File: src/hw/acv_pkg.sv
// Constants, field layout and carrier types of the converter sequencing block
package acv_pkg;
  // Timing: converter clock derived from aclk (125 MHz) by ADC_DIV
  localparam int CLK_NS      = 8;
  localparam int ADC_DIV     = 6;
  localparam int ADC_NS      = CLK_NS * ADC_DIV;
  // Trigger to sampling is 2.5 converter clocks, counted in aclk cycles
  localparam int START_HALVES = 5;
  localparam int START_CYC   = (START_HALVES * ADC_DIV) / 2;
  localparam int PIPE_STAGES = 4;
  localparam int SEQ_GAP     = 1;
  localparam int SIM_GAP     = 2;
  localparam int FLAG_DLY    = 2;
  // Power-up figures kept for software reference only
  localparam int BGR_MAX_MS  = 10;
  localparam int PWD_MIN_US  = 20;

  // Register byte offsets
  localparam logic [7:0] CTRL1_OFS  = 8'h00;
  localparam logic [7:0] CTRL2_OFS  = 8'h04;
  localparam logic [7:0] CTRL3_OFS  = 8'h08;
  localparam logic [7:0] STAT_OFS   = 8'h0C;
  localparam logic [7:0] RES_A_OFS  = 8'h10;
  localparam logic [7:0] RES_B_OFS  = 8'h14;

  // Field positions
  localparam int CH_LSB    = 0;
  localparam int MODE_BIT  = 4;
  localparam int ACQ_LSB   = 8;
  localparam int SWT_BIT   = 0;
  localparam int CONT_BIT  = 1;
  localparam int EXT_BIT   = 2;
  localparam int EVT_BIT   = 3;
  localparam int REF_LSB   = 6;
  localparam int PWR_BIT   = 5;
  localparam int BUSY_BIT  = 0;
  localparam int DONE_BIT  = 1;

  // Reset values
  localparam logic [3:0] CH_RST   = 4'h0;
  localparam logic [3:0] ACQ_RST  = 4'h0;
  localparam logic [1:0] REF_RST  = 2'h0;

  localparam logic [1:0] RESP_OKAY   = 2'h0;
  localparam logic [1:0] RESP_SLVERR = 2'h2;

  typedef struct packed {
    logic [3:0] acqps;
    logic       mode;
    logic [3:0] chan;
  } acv_cfg_s;

  typedef struct packed {
    logic [11:0] a;
    logic [11:0] b;
  } acv_pair_s;

  typedef enum logic [3:0] {
    ST_IDLE  = 4'b0001,
    ST_START = 4'b0010,
    ST_HOLD  = 4'b0100,
    ST_GAP   = 4'b1000
  } acv_state_e;
endpackage

File: src/hw/acv_ctrl.sv
// Converter power, trigger and sample/hold sequencing with AXI4-Lite regs
`timescale 1ns/10ps

// Notes on behaviour
// - One write may clear both reference bits and converter power.
// - Mode bit 0 samples one channel, 1 samples a channel pair.
// - Sixteen inputs, chosen by software, one or two at a time.
// - Results are 12 bits: A from a four-stage pipeline, the B half of a pair from five stages.
// - Conversions start from event unit, software or external pin.
// - Sequential mode gives one result per pulse, repeating only when continuous is set.
// - Sequential mode samples on each falling edge of sample/hold.
// - Sample/hold pulse lasts one plus prescale converter clocks.
// - Sampling begins 2.5 converter clocks after a trigger.
// - First sequential result lands four converter clocks after sampling.
// - Later sequential results follow every two plus prescale clocks.
// - Done flag sets a few cycles after the result update.
// - Simultaneous mode samples a same-index pair on the falling edge.
module acv_ctrl (
  input  wire logic               aclk,
  input  wire logic               aresetn,
  input  wire logic [7:0]         s_axi_awaddr,
  input  wire logic               s_axi_awvalid,
  output logic                    s_axi_awready,
  input  wire logic [31:0]        s_axi_wdata,
  input  wire logic [3:0]         s_axi_wstrb,
  input  wire logic               s_axi_wvalid,
  output logic                    s_axi_wready,
  output logic [1:0]              s_axi_bresp,
  output logic                    s_axi_bvalid,
  input  wire logic               s_axi_bready,
  input  wire logic [7:0]         s_axi_araddr,
  input  wire logic               s_axi_arvalid,
  output logic                    s_axi_arready,
  output logic [31:0]             s_axi_rdata,
  output logic [1:0]              s_axi_rresp,
  output logic                    s_axi_rvalid,
  input  wire logic               s_axi_rready,
  input  wire logic               event_trigger,
  input  wire logic               external_conversion_start,
  input  wire acv_pkg::acv_pair_s conv_in,
  output logic                    sample_hold,
  output logic [3:0]              chan_a_sel,
  output logic [3:0]              chan_b_sel,
  output acv_pkg::acv_pair_s      result,
  output logic                    conversion_done,
  output logic [1:0]              reference_power_bits,
  output logic                    converter_power_bit
);
  import acv_pkg::*;

  // Bus slave state
  logic              aw_hold;
  logic [7:0]        aw_addr_q;
  logic              w_hold;
  logic [31:0]       w_data_q;
  logic [3:0]        w_strb_q;

  // Software state
  acv_cfg_s          cfg;
  logic              continuous;
  logic              ext_en;
  logic              evt_en;
  logic              sw_trig;

  // Pin synchronisers
  logic [2:0]        ext_sync;
  logic [2:0]        evt_sync;

  // Sequencer
  acv_state_e        state;
  acv_state_e        next_state;
  logic [4:0]        start_cnt;
  logic [2:0]        phase;
  logic [3:0]        tcnt;
  logic              pipe_v [PIPE_STAGES+1];
  logic              pipe_m [PIPE_STAGES+1];
  acv_pair_s         pipe_d [PIPE_STAGES+1];
  logic [FLAG_DLY-1:0] flag_dly;

  // Write decode
  wire        do_write  = aw_hold && w_hold && !s_axi_bvalid;
  wire        wr_ctrl1  = do_write && (aw_addr_q == CTRL1_OFS);
  wire        wr_ctrl2  = do_write && (aw_addr_q == CTRL2_OFS);
  wire        wr_ctrl3  = do_write && (aw_addr_q == CTRL3_OFS);
  wire        wr_stat   = do_write && (aw_addr_q == STAT_OFS);
  wire        wr_hit    = wr_ctrl1 || wr_ctrl2 || wr_ctrl3 || wr_stat ||
                          (aw_addr_q == RES_A_OFS) ||
                          (aw_addr_q == RES_B_OFS);
  wire        lane0     = w_strb_q[0];
  wire        lane1     = w_strb_q[1];

  // Read decode
  wire        rd_take   = s_axi_arvalid && s_axi_arready;
  wire        busy      = (state != ST_IDLE);
  wire [31:0] ctrl1_rd  = {20'h00000, cfg.acqps, 3'h0, cfg.mode, cfg.chan};
  wire [31:0] ctrl2_rd  = {28'h0000000, evt_en, ext_en, continuous, 1'b0};
  wire [31:0] ctrl3_rd  = {24'h000000, reference_power_bits,
                           converter_power_bit, 5'h00};
  wire [31:0] stat_rd   = {30'h00000000, conversion_done, busy};
  wire [31:0] res_a_rd  = {20'h00000, result.a};
  wire [31:0] res_b_rd  = {20'h00000, result.b};
  wire        rd_hit    = (s_axi_araddr == CTRL1_OFS) ||
                          (s_axi_araddr == CTRL2_OFS) ||
                          (s_axi_araddr == CTRL3_OFS) ||
                          (s_axi_araddr == STAT_OFS)  ||
                          (s_axi_araddr == RES_A_OFS) ||
                          (s_axi_araddr == RES_B_OFS);
  wire [31:0] rd_mux    =
    (s_axi_araddr == CTRL1_OFS) ? ctrl1_rd :
    (s_axi_araddr == CTRL2_OFS) ? ctrl2_rd :
    (s_axi_araddr == CTRL3_OFS) ? ctrl3_rd :
    (s_axi_araddr == STAT_OFS)  ? stat_rd  :
    (s_axi_araddr == RES_A_OFS) ? res_a_rd :
    (s_axi_araddr == RES_B_OFS) ? res_b_rd : 32'h00000000;

  // Trigger sources; edges are taken from the second and third stages only
  wire ext_rise  = ext_sync[1] && !ext_sync[2];
  wire evt_rise  = evt_sync[1] && !evt_sync[2];
  wire any_trig  = sw_trig || (ext_en && ext_rise) ||
                   (evt_en && evt_rise);
  wire trig_ok   = any_trig && converter_power_bit &&
                   (state == ST_IDLE);

  // Converter clock ticks; phase restarts once, when the start delay ends, so edges align
  wire       tick      = (phase == 3'(ADC_DIV - 1));
  wire       start_end = (start_cnt == 5'(START_CYC - 1));
  wire       hold_end  = tick && (tcnt == cfg.acqps);
  wire [3:0] gap_len   = cfg.mode ? 4'(SIM_GAP) : 4'(SEQ_GAP);
  wire       gap_end   = tick && (tcnt == 4'(gap_len - 4'h1));
  wire       capture   = (state == ST_HOLD) && hold_end;
  wire       again     = continuous && converter_power_bit;

  // Result writes leave the pipeline after four or five ticks
  wire       wr_res_a  = tick && pipe_v[PIPE_STAGES-1];
  wire       wr_res_b  = tick && pipe_v[PIPE_STAGES] &&
                         pipe_m[PIPE_STAGES];
  wire       res_last  = (wr_res_a && !pipe_m[PIPE_STAGES-1]) || wr_res_b;
  wire       done_clr  = wr_stat && lane0 && w_data_q[DONE_BIT];

  assign s_axi_awready = !aw_hold && !s_axi_bvalid;
  assign s_axi_wready  = !w_hold && !s_axi_bvalid;
  assign s_axi_arready = !s_axi_rvalid;

  // Pair mode uses A and B inputs of the same index
  assign chan_a_sel = cfg.mode ? {1'b0, cfg.chan[2:0]} : cfg.chan;
  assign chan_b_sel = {1'b1, cfg.chan[2:0]};

  always_ff @(posedge aclk) begin
    if (!aresetn) begin
      aw_hold   <= 1'b0;
      aw_addr_q <= 8'h00;
    end else if (s_axi_awvalid && s_axi_awready) begin
      aw_hold   <= 1'b1;
      aw_addr_q <= s_axi_awaddr;
    end else if (do_write) begin
      aw_hold   <= 1'b0;
    end
  end

  always_ff @(posedge aclk) begin
    if (!aresetn) begin
      w_hold   <= 1'b0;
      w_data_q <= 32'h00000000;
      w_strb_q <= 4'h0;
    end else if (s_axi_wvalid && s_axi_wready) begin
      w_hold   <= 1'b1;
      w_data_q <= s_axi_wdata;
      w_strb_q <= s_axi_wstrb;
    end else if (do_write) begin
      w_hold   <= 1'b0;
    end
  end

  always_ff @(posedge aclk) begin
    if (!aresetn) begin
      s_axi_bvalid <= 1'b0;
      s_axi_bresp  <= RESP_OKAY;
    end else if (do_write) begin
      s_axi_bvalid <= 1'b1;
      s_axi_bresp  <= wr_hit ? RESP_OKAY : RESP_SLVERR;
    end else if (s_axi_bready) begin
      s_axi_bvalid <= 1'b0;
    end
  end

  always_ff @(posedge aclk) begin
    if (!aresetn) begin
      s_axi_rvalid <= 1'b0;
      s_axi_rdata  <= 32'h00000000;
      s_axi_rresp  <= RESP_OKAY;
    end else if (rd_take) begin
      s_axi_rvalid <= 1'b1;
      s_axi_rdata  <= rd_mux;
      s_axi_rresp  <= rd_hit ? RESP_OKAY : RESP_SLVERR;
    end else if (s_axi_rready) begin
      s_axi_rvalid <= 1'b0;
    end
  end

  // One process owns the whole config struct; lanes gate its fields
  always_ff @(posedge aclk) begin
    if (!aresetn) begin
      cfg.chan  <= CH_RST;
      cfg.mode  <= 1'b0;
      cfg.acqps <= ACQ_RST;
    end else begin
      if (wr_ctrl1 && lane0) begin
        cfg.chan  <= w_data_q[CH_LSB +: 4];
        cfg.mode  <= w_data_q[MODE_BIT];
      end
      if (wr_ctrl1 && lane1) begin
        cfg.acqps <= w_data_q[ACQ_LSB +: 4];
      end
    end
  end

  // Software trigger is a one-cycle pulse, it never reads back as set
  always_ff @(posedge aclk) begin
    if (!aresetn) begin
      continuous <= 1'b0;
      ext_en     <= 1'b0;
      evt_en     <= 1'b0;
      sw_trig    <= 1'b0;
    end else begin
      sw_trig    <= wr_ctrl2 && lane0 && w_data_q[SWT_BIT];
      if (wr_ctrl2 && lane0) begin
        continuous <= w_data_q[CONT_BIT];
        ext_en     <= w_data_q[EXT_BIT];
        evt_en     <= w_data_q[EVT_BIT];
      end
    end
  end

  // Power bits are independent; one write may clear all three
  always_ff @(posedge aclk) begin
    if (!aresetn) begin
      reference_power_bits <= REF_RST;
      converter_power_bit  <= 1'b0;
    end else if (wr_ctrl3 && lane0) begin
      reference_power_bits <= w_data_q[REF_LSB +: 2];
      converter_power_bit  <= w_data_q[PWR_BIT];
    end
  end

  always_ff @(posedge aclk) begin
    if (!aresetn) begin
      ext_sync <= 3'h0;
      evt_sync <= 3'h0;
    end else begin
      ext_sync <= {ext_sync[1:0], external_conversion_start};
      evt_sync <= {evt_sync[1:0], event_trigger};
    end
  end

  always_comb begin
    next_state = state;
    case (state)
      ST_IDLE:  if (trig_ok) next_state = ST_START;
      ST_START: if (start_end) next_state = ST_HOLD;
      ST_HOLD:  if (hold_end) next_state = ST_GAP;
      ST_GAP:   if (gap_end) next_state = again ? ST_HOLD : ST_IDLE;
      default:  next_state = ST_IDLE;
    endcase
    // Losing power aborts the sequence at once
    if (!converter_power_bit) next_state = ST_IDLE;
  end

  always_ff @(posedge aclk) begin
    if (!aresetn) begin
      state <= ST_IDLE;
    end else begin
      state <= next_state;
    end
  end

  always_ff @(posedge aclk) begin
    if (!aresetn) begin
      start_cnt <= 5'h00;
    end else if (state == ST_START) begin
      start_cnt <= start_cnt + 5'h01;
    end else begin
      start_cnt <= 5'h00;
    end
  end

  always_ff @(posedge aclk) begin
    if (!aresetn) begin
      phase <= 3'h0;
    end else if (state == ST_START && start_end) begin
      phase <= 3'h0;
    end else begin
      phase <= tick ? 3'h0 : phase + 3'h1;
    end
  end

  // Tick counter restarts at each state change, counting the high part and then the gap of each pulse separately
  always_ff @(posedge aclk) begin
    if (!aresetn) begin
      tcnt <= 4'h0;
    end else if (state != next_state) begin
      tcnt <= 4'h0;
    end else if (tick) begin
      tcnt <= tcnt + 4'h1;
    end
  end

  always_ff @(posedge aclk) begin
    if (!aresetn) begin
      sample_hold <= 1'b0;
    end else begin
      sample_hold <= (next_state == ST_HOLD);
    end
  end

  // Four stages for the A result, one more for the B half of a pair
  always_ff @(posedge aclk) begin
    if (!aresetn) begin
      for (int i = 0; i <= PIPE_STAGES; i++) begin
        pipe_v[i] <= 1'b0;
        pipe_m[i] <= 1'b0;
        pipe_d[i] <= '0;
      end
    end else if (tick) begin
      pipe_v[0] <= capture;
      pipe_m[0] <= cfg.mode;
      pipe_d[0] <= conv_in;
      for (int i = 1; i <= PIPE_STAGES; i++) begin
        pipe_v[i] <= pipe_v[i-1];
        pipe_m[i] <= pipe_m[i-1];
        pipe_d[i] <= pipe_d[i-1];
      end
    end
  end

  always_ff @(posedge aclk) begin
    if (!aresetn) begin
      result <= '0;
    end else begin
      if (wr_res_a) begin
        result.a <= pipe_d[PIPE_STAGES-1].a;
      end
      if (wr_res_b) begin
        result.b <= pipe_d[PIPE_STAGES].b;
      end
    end
  end

  // Flag trails the final result write; a new set beats a clear
  always_ff @(posedge aclk) begin
    if (!aresetn) begin
      flag_dly        <= '0;
      conversion_done <= 1'b0;
    end else begin
      flag_dly        <= {flag_dly[FLAG_DLY-2:0], res_last};
      if (flag_dly[FLAG_DLY-1]) begin
        conversion_done <= 1'b1;
      end else if (done_clr) begin
        conversion_done <= 1'b0;
      end
    end
  end
endmodule

File: config.mk
export PLATFORM = sky130hd
export DESIGN_NAME = acv_ctrl
export DESIGN_NICKNAME = d
export VERILOG_FILES = /design/src/hw/acv_pkg.sv /design/src/hw/acv_ctrl.sv
export SDC_FILE = /design/constraint.sdc
export NUM_CORES = 1
export LEC_CHECK = 0
export ABC_AREA = 1
export BUFFER_PORTS_ARGS = -buffer_cell sky130_fd_sc_hd__buf_4
export CAP_MARGIN = 20
export CORE_MARGIN = 5
export CORE_UTILIZATION = 30
export DETAILED_ROUTE_END_ITERATION = 8
export PLACE_DENSITY = 0.47
export SYNTH_ARGS = -nofsm -noshare
export SYNTH_HDL_FRONTEND = slang
export SYNTH_SLANG_ARGS = --single-unit
File: constraint.sdc
create_clock -name aclk -period 5.2 [get_ports aclk]
set_clock_uncertainty 0.2 [all_clocks]
set_input_delay 0 -clock aclk [delete_from_list [all_inputs] [get_ports aclk]]
set_output_delay 0 -clock aclk [all_outputs]
set_load 0.03 [all_outputs]
# Yosys cells after proc, flatten, opt, wreduce, memory -nomap -nowiden
# Memory sizes are Yosys's and may differ from the RTL's. A register that Yosys moved wholly into a read port is not among the register bits.
# Cells that the tools add are included.
# word_totals
mem_count	3
ramBits	130
regBits	116
# op_classes
n_bitwise	16
n_reduce_logical	64
muxes	45
addsub	4
n_eq_ne	21
# mem_list
memory	words	word_bits	read_ports	rd_clocked_by_memory_dff	write_ports	line_no	text
pipe_d	5	24	5	1	5	acv_ctrl.sv:77	acv_pair_s pipe_d [PIPE_STAGES+1];
pipe_m	5	1	5	0	5	acv_ctrl.sv:76	logic pipe_m [PIPE_STAGES+1];
pipe_v	5	1	5	0	5	acv_ctrl.sv:75	logic pipe_v [PIPE_STAGES+1];
# ops
operator	n
$mux 24	5
$mux 12	6
$logic_and 1x1->1	33
$eq 8x4->1 const B	4
$eq 8x5->1 const B	4
$mux 4	6
$mux 1	23
$eq 8x3->1 const B	2
$logic_not 8->1	2
$pmux 4 s4	1
$or 1x1->1	15
$logic_or 1x1->1	13
$reduce_bool 2->1	5
$eq 4x3->1 const B	2
$eq 4x4->1	2
$logic_not 1->1	8
$mux 2	3
$add 5x1->5 const B	1
$eq 5x4->1 const B	1
$add 4x1->4 const B	1
$eq 4x1->1 const B	1
$eq 4x2->1 const B	1
$eq 4x4->1 const B	1
$ne 4x1->1 const B	1
9 further kinds	9

# Depth between registers and ports, before layout
# Gate-level depths: netlist of run 1.
# logic_depth
ltp_word	12
mapped_depth	13
mapped_depth_nobuf	13

# Worst setup path before layout of run 1
# No wires, ideal clock.
# synth_timing
path_type	register -> register
from	register phase[1]
to	memory pipe_d[0][0] in the netlist's numbering, enable pin
setup_ns	1.048
period_less_slack_ns	3.838
path_stages_with_launch	5
slack_ns	1.362
arrival_time_ns	2.589
n_path_buf	0
path_cell_list	dfxtp_1 -> inv_1 -> ha_1 -> nand2_4 -> nand2_1
# synth_lines
element	line_no	text
from (decl)	acv_ctrl.sv:73	logic [2:0] phase;
from (signal assigned)	acv_ctrl.sv:292	phase <= tick ? 3'h0 : phase + 3'h1;
to (decl)	acv_ctrl.sv:77	

# Worst setup path after layout of run 1
# layout_timing
from	input port s_axi_araddr[0]
to	register s_axi_rdata[6]
# layout_via
elab_chain_len	7
elab_cells_between_ends	12
# layout_lines
element	line_no	text
from (decl)	acv_ctrl.sv:31	input wire logic [7:0] s_axi_araddr,
$eq 8x5->1	acv_ctrl.sv:114	(s_axi_araddr == RES_B_OFS) ? res_b_rd : 32'h00000000;
$mux 12	acv_ctrl.sv:114	
$mux 12	acv_ctrl.sv:113	(s_axi_araddr == RES_A_OFS) ? res_a_rd :
$mux 12	acv_ctrl.sv:112	(s_axi_araddr == STAT_OFS) ? stat_rd :
$mux 12	acv_ctrl.sv:111	(s_axi_araddr == CTRL3_OFS) ? ctrl3_rd :
$mux 12	acv_ctrl.sv:110	(s_axi_araddr == CTRL2_OFS) ? ctrl2_rd :
$mux 12 *	acv_ctrl.sv:109	(s_axi_araddr == CTRL1_OFS) ? ctrl1_rd :
to (signal assigned)	acv_ctrl.sv:193	s_axi_rdata <= rd_mux;
to (decl)	acv_ctrl.sv:34	output logic [31:0] s_axi_rdata,
# Mark *: on every way between the ends. The rest lies on a longest branch, timed or not.
# A chain may end at the register's enable or synchronous reset.

==> reports/metrics.yaml, run 1 <==
synthesis:
  ys_ff_latch: 224
  syn_area_um2: 9230
  ys_seq_area_share_pct: 61.4
  synth_mux_area_share_pct: 0
  synth_ff_type: "edfxtp_1"
  yosysWarningCount: 0
  netlist_instances: 997
  synthSimpleGateAreaFrac_pct: 17.6
  async_reset_ff_share_pct: 0
  ys_types: 39
  synth_edf_count: 118
  synth_top_family_by_area: "simple AND/OR/NAND/NOR gates"
  synthTopCellsByArea: "edfxtp_1 (38%), dfxtp_1 (23%), nor2_1 (7.6%), inv_1 (7.2%), nand2_1 (4.4%)"
  synth-xor-area-share_pct: 0.570
  synth_fa_ha_area_share_pct: 0.678
  avgSynthCellArea_um2: 9.25
  synth_top_area_share_pct: 38.4
  synth_compound_area_share_pct: 8.16
  yosysTopAreaCell: "edfxtp_1"
timing:
  whs_ns: -0.00980
  finalSetupViolCount: 0
  fmax_mhz: 268
  post-route-period-util_pct: 71.7
  tightest_slew_ns: 1.08
  setup-tns-final_ns: 0
  finalCriticalPeriod_ns: 3.73
  rsz0062_at_grt: "no"
  hold_viol_final: 2
  maxSlewViolCount: 0
  maxSlewHeadroom_pct: 27.9
cts:
  cts_buffers: 25
  path_clk_slew_ns: 0.06
  cts_tree: "done"
  h-tree-depth: 1
  ctsRootBufferMaster: "clkbuf_16"
  post-cts-setup-buffers: 0
  cts_hold_buf: 99
  cts_num_sinks: 224
  ctsResizeCount: 0
  clkLatencyLatePin_ns: 0.54
  cts_buffer_depth: 3
power:
  p_per_area_nw_per_um2: 326
  finalPower_mw: 3.96
  p_leak_nw: 5.14
  vdd_drop_max_v: 0.000200
die:
  dieArea_um2: 34400
  num_rows: 64
  start_util_pct: 30.2
  core-area_um2: 30500
  ios: 163
  die_y_um: 185
  fp.dieW_um: 185
placement:
  post-dp-hpwl_mm: 14.0
  numPortBuffers: 117
  routabilityCongestion: 0.754
global_routing:
  overflow: 0
  grt_pass1_wl_mm: 33.9
  grt_antenna_before_repair: 0
  groute.usage.overall_pct: 12.3
  grt_pass1_vias: 6443
  grt_max_degree: 70
outcome:
  outcome: "finished with violations"
  violations: "hold timing"
drt:
  routed_wl_mm: 21.5
  drtIter0Drc: 445
  remaining_drc_errors: 0
  dr.pass1.iters: 6
  viasPerCell: 4.11
  ant_nets: 0
  vias: 6648
  post_drt_wl_per_cell_um: 13.3
setup_path:
  cpMostUsedCell: "dlygate4sd3_1"
  cpPeakStageDelay_ns: 0.78
  cp_max_fo: 9
  crit_path_top_delay_cell: "dlygate4sd3_1"
  cp-end-kind: "flip-flop"
  cp_data_arrival_time_ns: 3.99
  crit_path_cell_trace: "dlygate4sd3_1 -> buf_4 -> nor2_2 -> dlygate4sd3_1 -> nand3_2 -> dlygate4sd3_1 -> nor3_4 -> dlygate4sd3_1 -> inv_2 -> o211ai_2 -> dlygate4sd3_1 -> nand2_1 -> a21oi_1"
  required_ns: 5.46
  crit_type: "primary input to flip-flop"
  start_kind: "primary input"
cells_and_area:
  nets: 1293
  utilization_pct: 39.9
  antenna_cells: 0
  syn_to_final_growth_pct: 31.8
  drive_above_1_share_pct: 16.7
job:
  cap_violations: 0
hold_path:
  hp-class: "primary input to flip-flop"
per-layer routing:
layer | routed length (um) | up-vias | global-route usage [%] | part of all wire, %
met1 | 9580 | 2957 | 15.5 | 45
met4 | 468 | 0 | 3.26 | 2.2
met3 | 1250 | 33 | 2.69 | 5.8
met5 | 0 | - | 0 | 0
li1 | - | 3513 | - | -
met2 | 10200 | 145 | 21.3 | 47
Yosys cell counts (6+ instances only):
library cell / count
nand3_1: 34
inv_1: 177
nor2_2: 7
inv_2: 10
nor2_1: 188
nand2_1: 108
nand3_2: 6
clkbuf_1: 26
nand4_1: 6
dfxtp_1: 106
edfxtp_1: 118
buf_4: 30
o21ai_0: 53
a21oi_1: 66
flip-flops by register name, summed over array words and instances (netlist names), 5 cells and up:
| signal | flops |
|---|---|
| pipe_d | 108 |
| result | 24 |
| s_axi_rdata | 12 |
| w_data_q | 12 |
| aw_addr_q | 8 |
| cfg | 6 |
| pipe_m | 5 |
| pipe_v | 5 |
| start_cnt | 5 |
where the power goes:
group / switching [mW] / total (mW) / internal, mW / leakage [nW]
clock: 0.695 / 1.70 / 1.01 / 0.394
combinational: 0.174 / 0.304 / 0.130 / 2.66
sequential: 0.0289 / 1.96 / 1.93 / 2.08
total: 0.897 / 3.96 / 3.07 / 5.14
critical path, delay by kind of cell:
kind | cells | cell delay (ns)
AOI/OAI and AO/OA | 2 | 0.28
buffers and inverters | 7 | 3.39
and+or+nand+nor | 4 | 0.31
final timing paths:
path,cells past startpoint,start,slack [ns],to
max reg2reg,6,s_axi_bvalid,2.66,aw_addr_q[6]
min,3,s_axi_wvalid,-0.01,w_data_q[0]
max,13,s_axi_araddr[0],1.47,s_axi_rdata[6]
min reg2reg,2,flag_dly[0],0.21,flag_dly[1]
cells by family after synthesis:
family,after synthesis
AND/OR/NAND/NOR,371
adder cells (fa/ha/maj),5
flip-flops,224
buffers and inverters,251
other,2
AO/OA/AOI/OAI,138
XOR/XNOR,6
layout by cell type, fill, tap and decap left out, types with 2 or more instances in the layout:
cell type,Yosys,final
nor2_1,188,188
inv_1,177,177
buf_4,30,122
edfxtp_1,118,118
nand2_1,108,107
dfxtp_1,106,106
dlygate4sd3_1,0,99
a21oi_1,66,66
o21ai_0,53,53
nand3_1,34,34
clkbuf_16,0,25
conb_1,2,23
inv_2,10,9
clkbuf_1,26,9
clkbuf_8,0,8
nor2_2,7,7
nand3_2,6,6
nand4_1,6,6
nor3_1,5,5
nor3_2,5,5
a31oi_1,5,5
o211ai_2,5,5
ha_1,5,5
o21ai_1,4,4
xnor2_1,4,4
nand2_4,2,3
nor2_4,3,3
clkinv_2,0,2
xor2_1,2,2
o21a_1,2,2
cell type report:
class,count,area [um2]
clock buffer,42,769
clock inverter,3,31.3
fill,3075,18300
inverter,188,712
multi-input combinational,543,2580
sequential,224,5670
tap,396,495
timing repair buffer,221,1910
stage by stage:
stage | setup slack [ns] | std cells | hold WS [ns] | cell area [um2]
6_report | 1.47 | 1617 | -0.00980 | 12200
3_5_place_dp | 2.74 | 1473 | -0.00240 | 10400
5_1_grt | 1.34 | 1617 | 0.0781 | 12200
2_1_floorplan | 1.36 | 1018 | -0.102 | 9310
3_3_place_gp | 2.79 | 1473 | -0.0109 | 10400
4_1_cts | 1.49 | 1617 | 0.00460 | 12200
No activity file was read; power rests on OpenSTA's default activity.
==> run 2: changes to the inputs <==
clock period = 3.5 ns   (was 5.2 ns; I/O delays follow)
==> run 2 against run 1 <==
The flow now finishes without violations. Wire length down 0.54%. Total power up 47%. Register-to-register slack worse by 1.7 ns. Combinational power up 45%. Sequential power up 48%. Largest cell class unchanged. Highest routed layer unchanged.
==> reports/metrics.yaml, run 2 (synthesis results as in run 1) <==
cts:
  cts_num_sinks: 224  # unchanged
  cts_buffers: 25  # unchanged
  cts_buffer_depth: 3  # unchanged
  clkLatencyLatePin_ns: 0.53  # was 0.54 ns
  ctsResizeCount: 0  # unchanged
  cts_tree: "done"  # unchanged
  h-tree-depth: 1  # unchanged
  ctsRootBufferMaster: "clkbuf_16"  # unchanged
  post-cts-setup-buffers: 0  # unchanged
  path_clk_slew_ns: 0.06  # about the same
drt:
  drtIter0Drc: 319  # was 445
  routed_wl_mm: 21.4  # was 21.5 mm
  vias: 6593  # was 6,648
  ant_nets: 0  # unchanged
  remaining_drc_errors: 0  # unchanged
  post_drt_wl_per_cell_um: 13.3  # about the same
  dr.pass1.iters: 4  # was 6
  viasPerCell: 4.10  # was 4.11
die:
  start_util_pct: 30.2  # unchanged
  num_rows: 64  # unchanged
  die_y_um: 185  # unchanged
  dieArea_um2: 34400  # unchanged
  core-area_um2: 30500  # unchanged
  fp.dieW_um: 185  # unchanged
  ios: 163  # unchanged
global_routing:
  grt_pass1_wl_mm: 34.2  # was 33.9 mm
  overflow: 0  # unchanged
  grt_pass1_vias: 6394  # was 6,443
  grt_max_degree: 84  # was 70
  groute.usage.overall_pct: 12.4  # was 12.3%
  grt_antenna_before_repair: 0  # unchanged
setup_path:
  cp_data_arrival_time_ns: 3.46  # was 3.99 ns
  cp_top_family: "buffers and inverters"  # unchanged
  cpPeakStageDelay_ns: 0.80  # was 0.78 ns
  required_ns: 3.77  # was 5.46 ns
  cpMostUsedCell: "dlygate4sd3_1"  # unchanged
  cp_max_fo: 9  # unchanged
  crit_path_top_delay_cell: "dlygate4sd3_1"  # unchanged
  cp-end-kind: "flip-flop"  # unchanged
  crit_buf_inv: 6  # was 7
  start_kind: "primary input"  # unchanged
  crit_type: "primary input to flip-flop"  # unchanged
  crit_path_cell_trace: "dlygate4sd3_1 -> buf_4 -> nor2_2 -> nand3_2 -> nor3_4 -> dlygate4sd3_1 -> inv_2 -> o211ai_2 -> dlygate4sd3_1 -> nand2_1 -> a21oi_1 -> dlygate4sd3_1"  # was dlygate4sd3_1 -> buf_4 -> nor2_2 -> dlygate4sd3_1 -> nand3_2 -> dlygate4sd3_1 -> nor3_4 -> dlygate4sd3_1 -> inv_2 -> o211ai_2 -> dlygate4sd3_1 -> nand2_1 -> a21oi_1
power:
  seqPwrFrac_pct: 49.9  # was 49.4%
  p_leak_nw: 5.13  # was 5.14 nW
  p_per_area_nw_per_um2: 481  # was 326 nW/um2
  switchingPower_mw: 1.33  # was 0.897 mW
  switching_share_pct: 22.8  # was 22.6%
  internal-power_mw: 4.49  # was 3.07 mW
  clock_power_share_pct: 42.5  # was 42.9%
  vdd_drop_max_v: 0.000268  # was 0.000200 V
  comb_power_share_pct: 7.6  # was 7.7%
placement:
  numPortBuffers: 117  # unchanged
  post-dp-hpwl_mm: 13.9  # was 14.0 mm
  dp_slack_ns: 1.26  # was 2.74 ns
  dp_cells: 1476  # was 1,473
  routabilityCongestion: 0.770  # was 0.754
hold_path:
  hp-class: "primary input to flip-flop"  # unchanged
cells_and_area:
  nets: 1287  # was 1,293
  layout_common_cells: "nor2_1 (188), inv_1 (177), buf_4 (123), edfxtp_1 (118), nand2_1 (107)"  # was nor2_1 (188), inv_1 (177), buf_4 (122), edfxtp_1 (118), nand2_1 (107)
  antenna_cells: 0  # unchanged
  layout_commonest_cell: "nor2_1"  # unchanged
  fillers: 3030  # was 3,075
  regMostFlops: "pipe_d"  # unchanged
  reg_top3: "pipe_d (108), result (24)"  # unchanged
  layoutNonFillerInstCount: 1609  # was 1,617
  syn_to_final_growth_pct: 31.1  # was 31.8%
  utilization_pct: 39.6  # was 39.9%
  largest_register_ffs: 108  # unchanged
  drive_above_1_share_pct: 17.1  # was 16.7%
timing:
  finalCriticalPeriod_ns: 3.20
  finalWorstSetupSlack_ns: 0.304  # was 1.47 ns
  finalSetupViolCount: 0  # unchanged
  maxSlewViolCount: 0  # unchanged
  post-route-period-util_pct: 91.3
  setup-tns-final_ns: 0  # unchanged
  tightest_slew_ns: 0.709  # was 1.08 ns
  whs_ns: 0.0162  # was -0.00980 ns
  fmax_mhz: 313
  hold_viol_final: 0  # was 2
  maxSlewHeadroom_pct: 52.6  # was 27.9%
  rsz0062_at_grt: "no"  # unchanged
outcome:
  outcome: "finished, final reports clean"  # was finished with violations
job:
  cap_violations: 0  # unchanged
-- run 2: changes by cell type in the layout (fill, tap and decap cells not counted), sizes merged --
cell         delta
clkbuf          -5
dlygate4sd3     -9
inv             -1
clkinv          +4
buf             +3
-- run 2: final cells by class --
class                           instances  area (um2)  share of cell area [%]
Clock buffer                           37         731                    6.04
Clock inverter                          6        43.8                   0.362
Inverter                              188         712                    5.89
Multi-Input combinational cell        543        2580                    21.4
Sequential cell                       224        5670                    46.8
Tap cell                              396         495                    4.10
Timing Repair Buffer                  215        1860                    15.4
-- run 2: metrics by stage --
step / instance area [um2] / power [mW]
floorplan: 9310 / 3.21
global placement: 10400 / 3.32
detailed placement: 10400 / 3.32
CTS: 12100 / 5.91
global route: 12100 / 6.06
finish: 12100 / 5.82
-- run 2: tightest hold or removal path, cell delays in order --
cell and delay, ns:
buf_4 0.08, nor2_2 0.05, nand3_2 0.08, nor2_1 0.11, nor3_1 0.19, nand3_1 0.09, a21oi_1 0.11
-- run 2: what timing repair did --
| action | 4_1_cts | 5_1_grt |
|---|---|---|
| endpoints found under the setup margin | 0 | 0 |
| hold buffers | 90 | 0 |
| endpoints found under the hold margin | 112 | 0 |
-- run 2: path summary, 6_finish.rpt --
check                   from              to  slack (ns)  cells past startpoint
max reg2reg     s_axi_bvalid    aw_addr_q[3]        0.96                      6
min reg2reg      flag_dly[0]     flag_dly[1]        0.23                      2
max          s_axi_araddr[0]  s_axi_rdata[5]        0.30                     12
min          s_axi_araddr[1]  s_axi_rresp[1]        0.02                      7
-- run 2: power by group through the flow --
stage          clock network (mW)  logic (mW)  registers (mW)
6_report                     2.47       0.442            2.91
5_1_grt                      2.65       0.491            2.92
4_1_cts                      2.56       0.446            2.91
3_5_place_dp                    0       0.361            2.96
3_3_place_gp                    0       0.359            2.96
2_1_floorplan                   0       0.234            2.97
-- run 2: routing by layer --
layer	wire length [um]	share of wire, %	GRT usage [%]	up-vias
met2	9710	45	20.5	145
met1	9760	46	16.3	2909
met4	625	2.9	3.67	0
met5	0	0	0	-
li1	-	-	-	3498
met3	1260	5.9	2.59	41
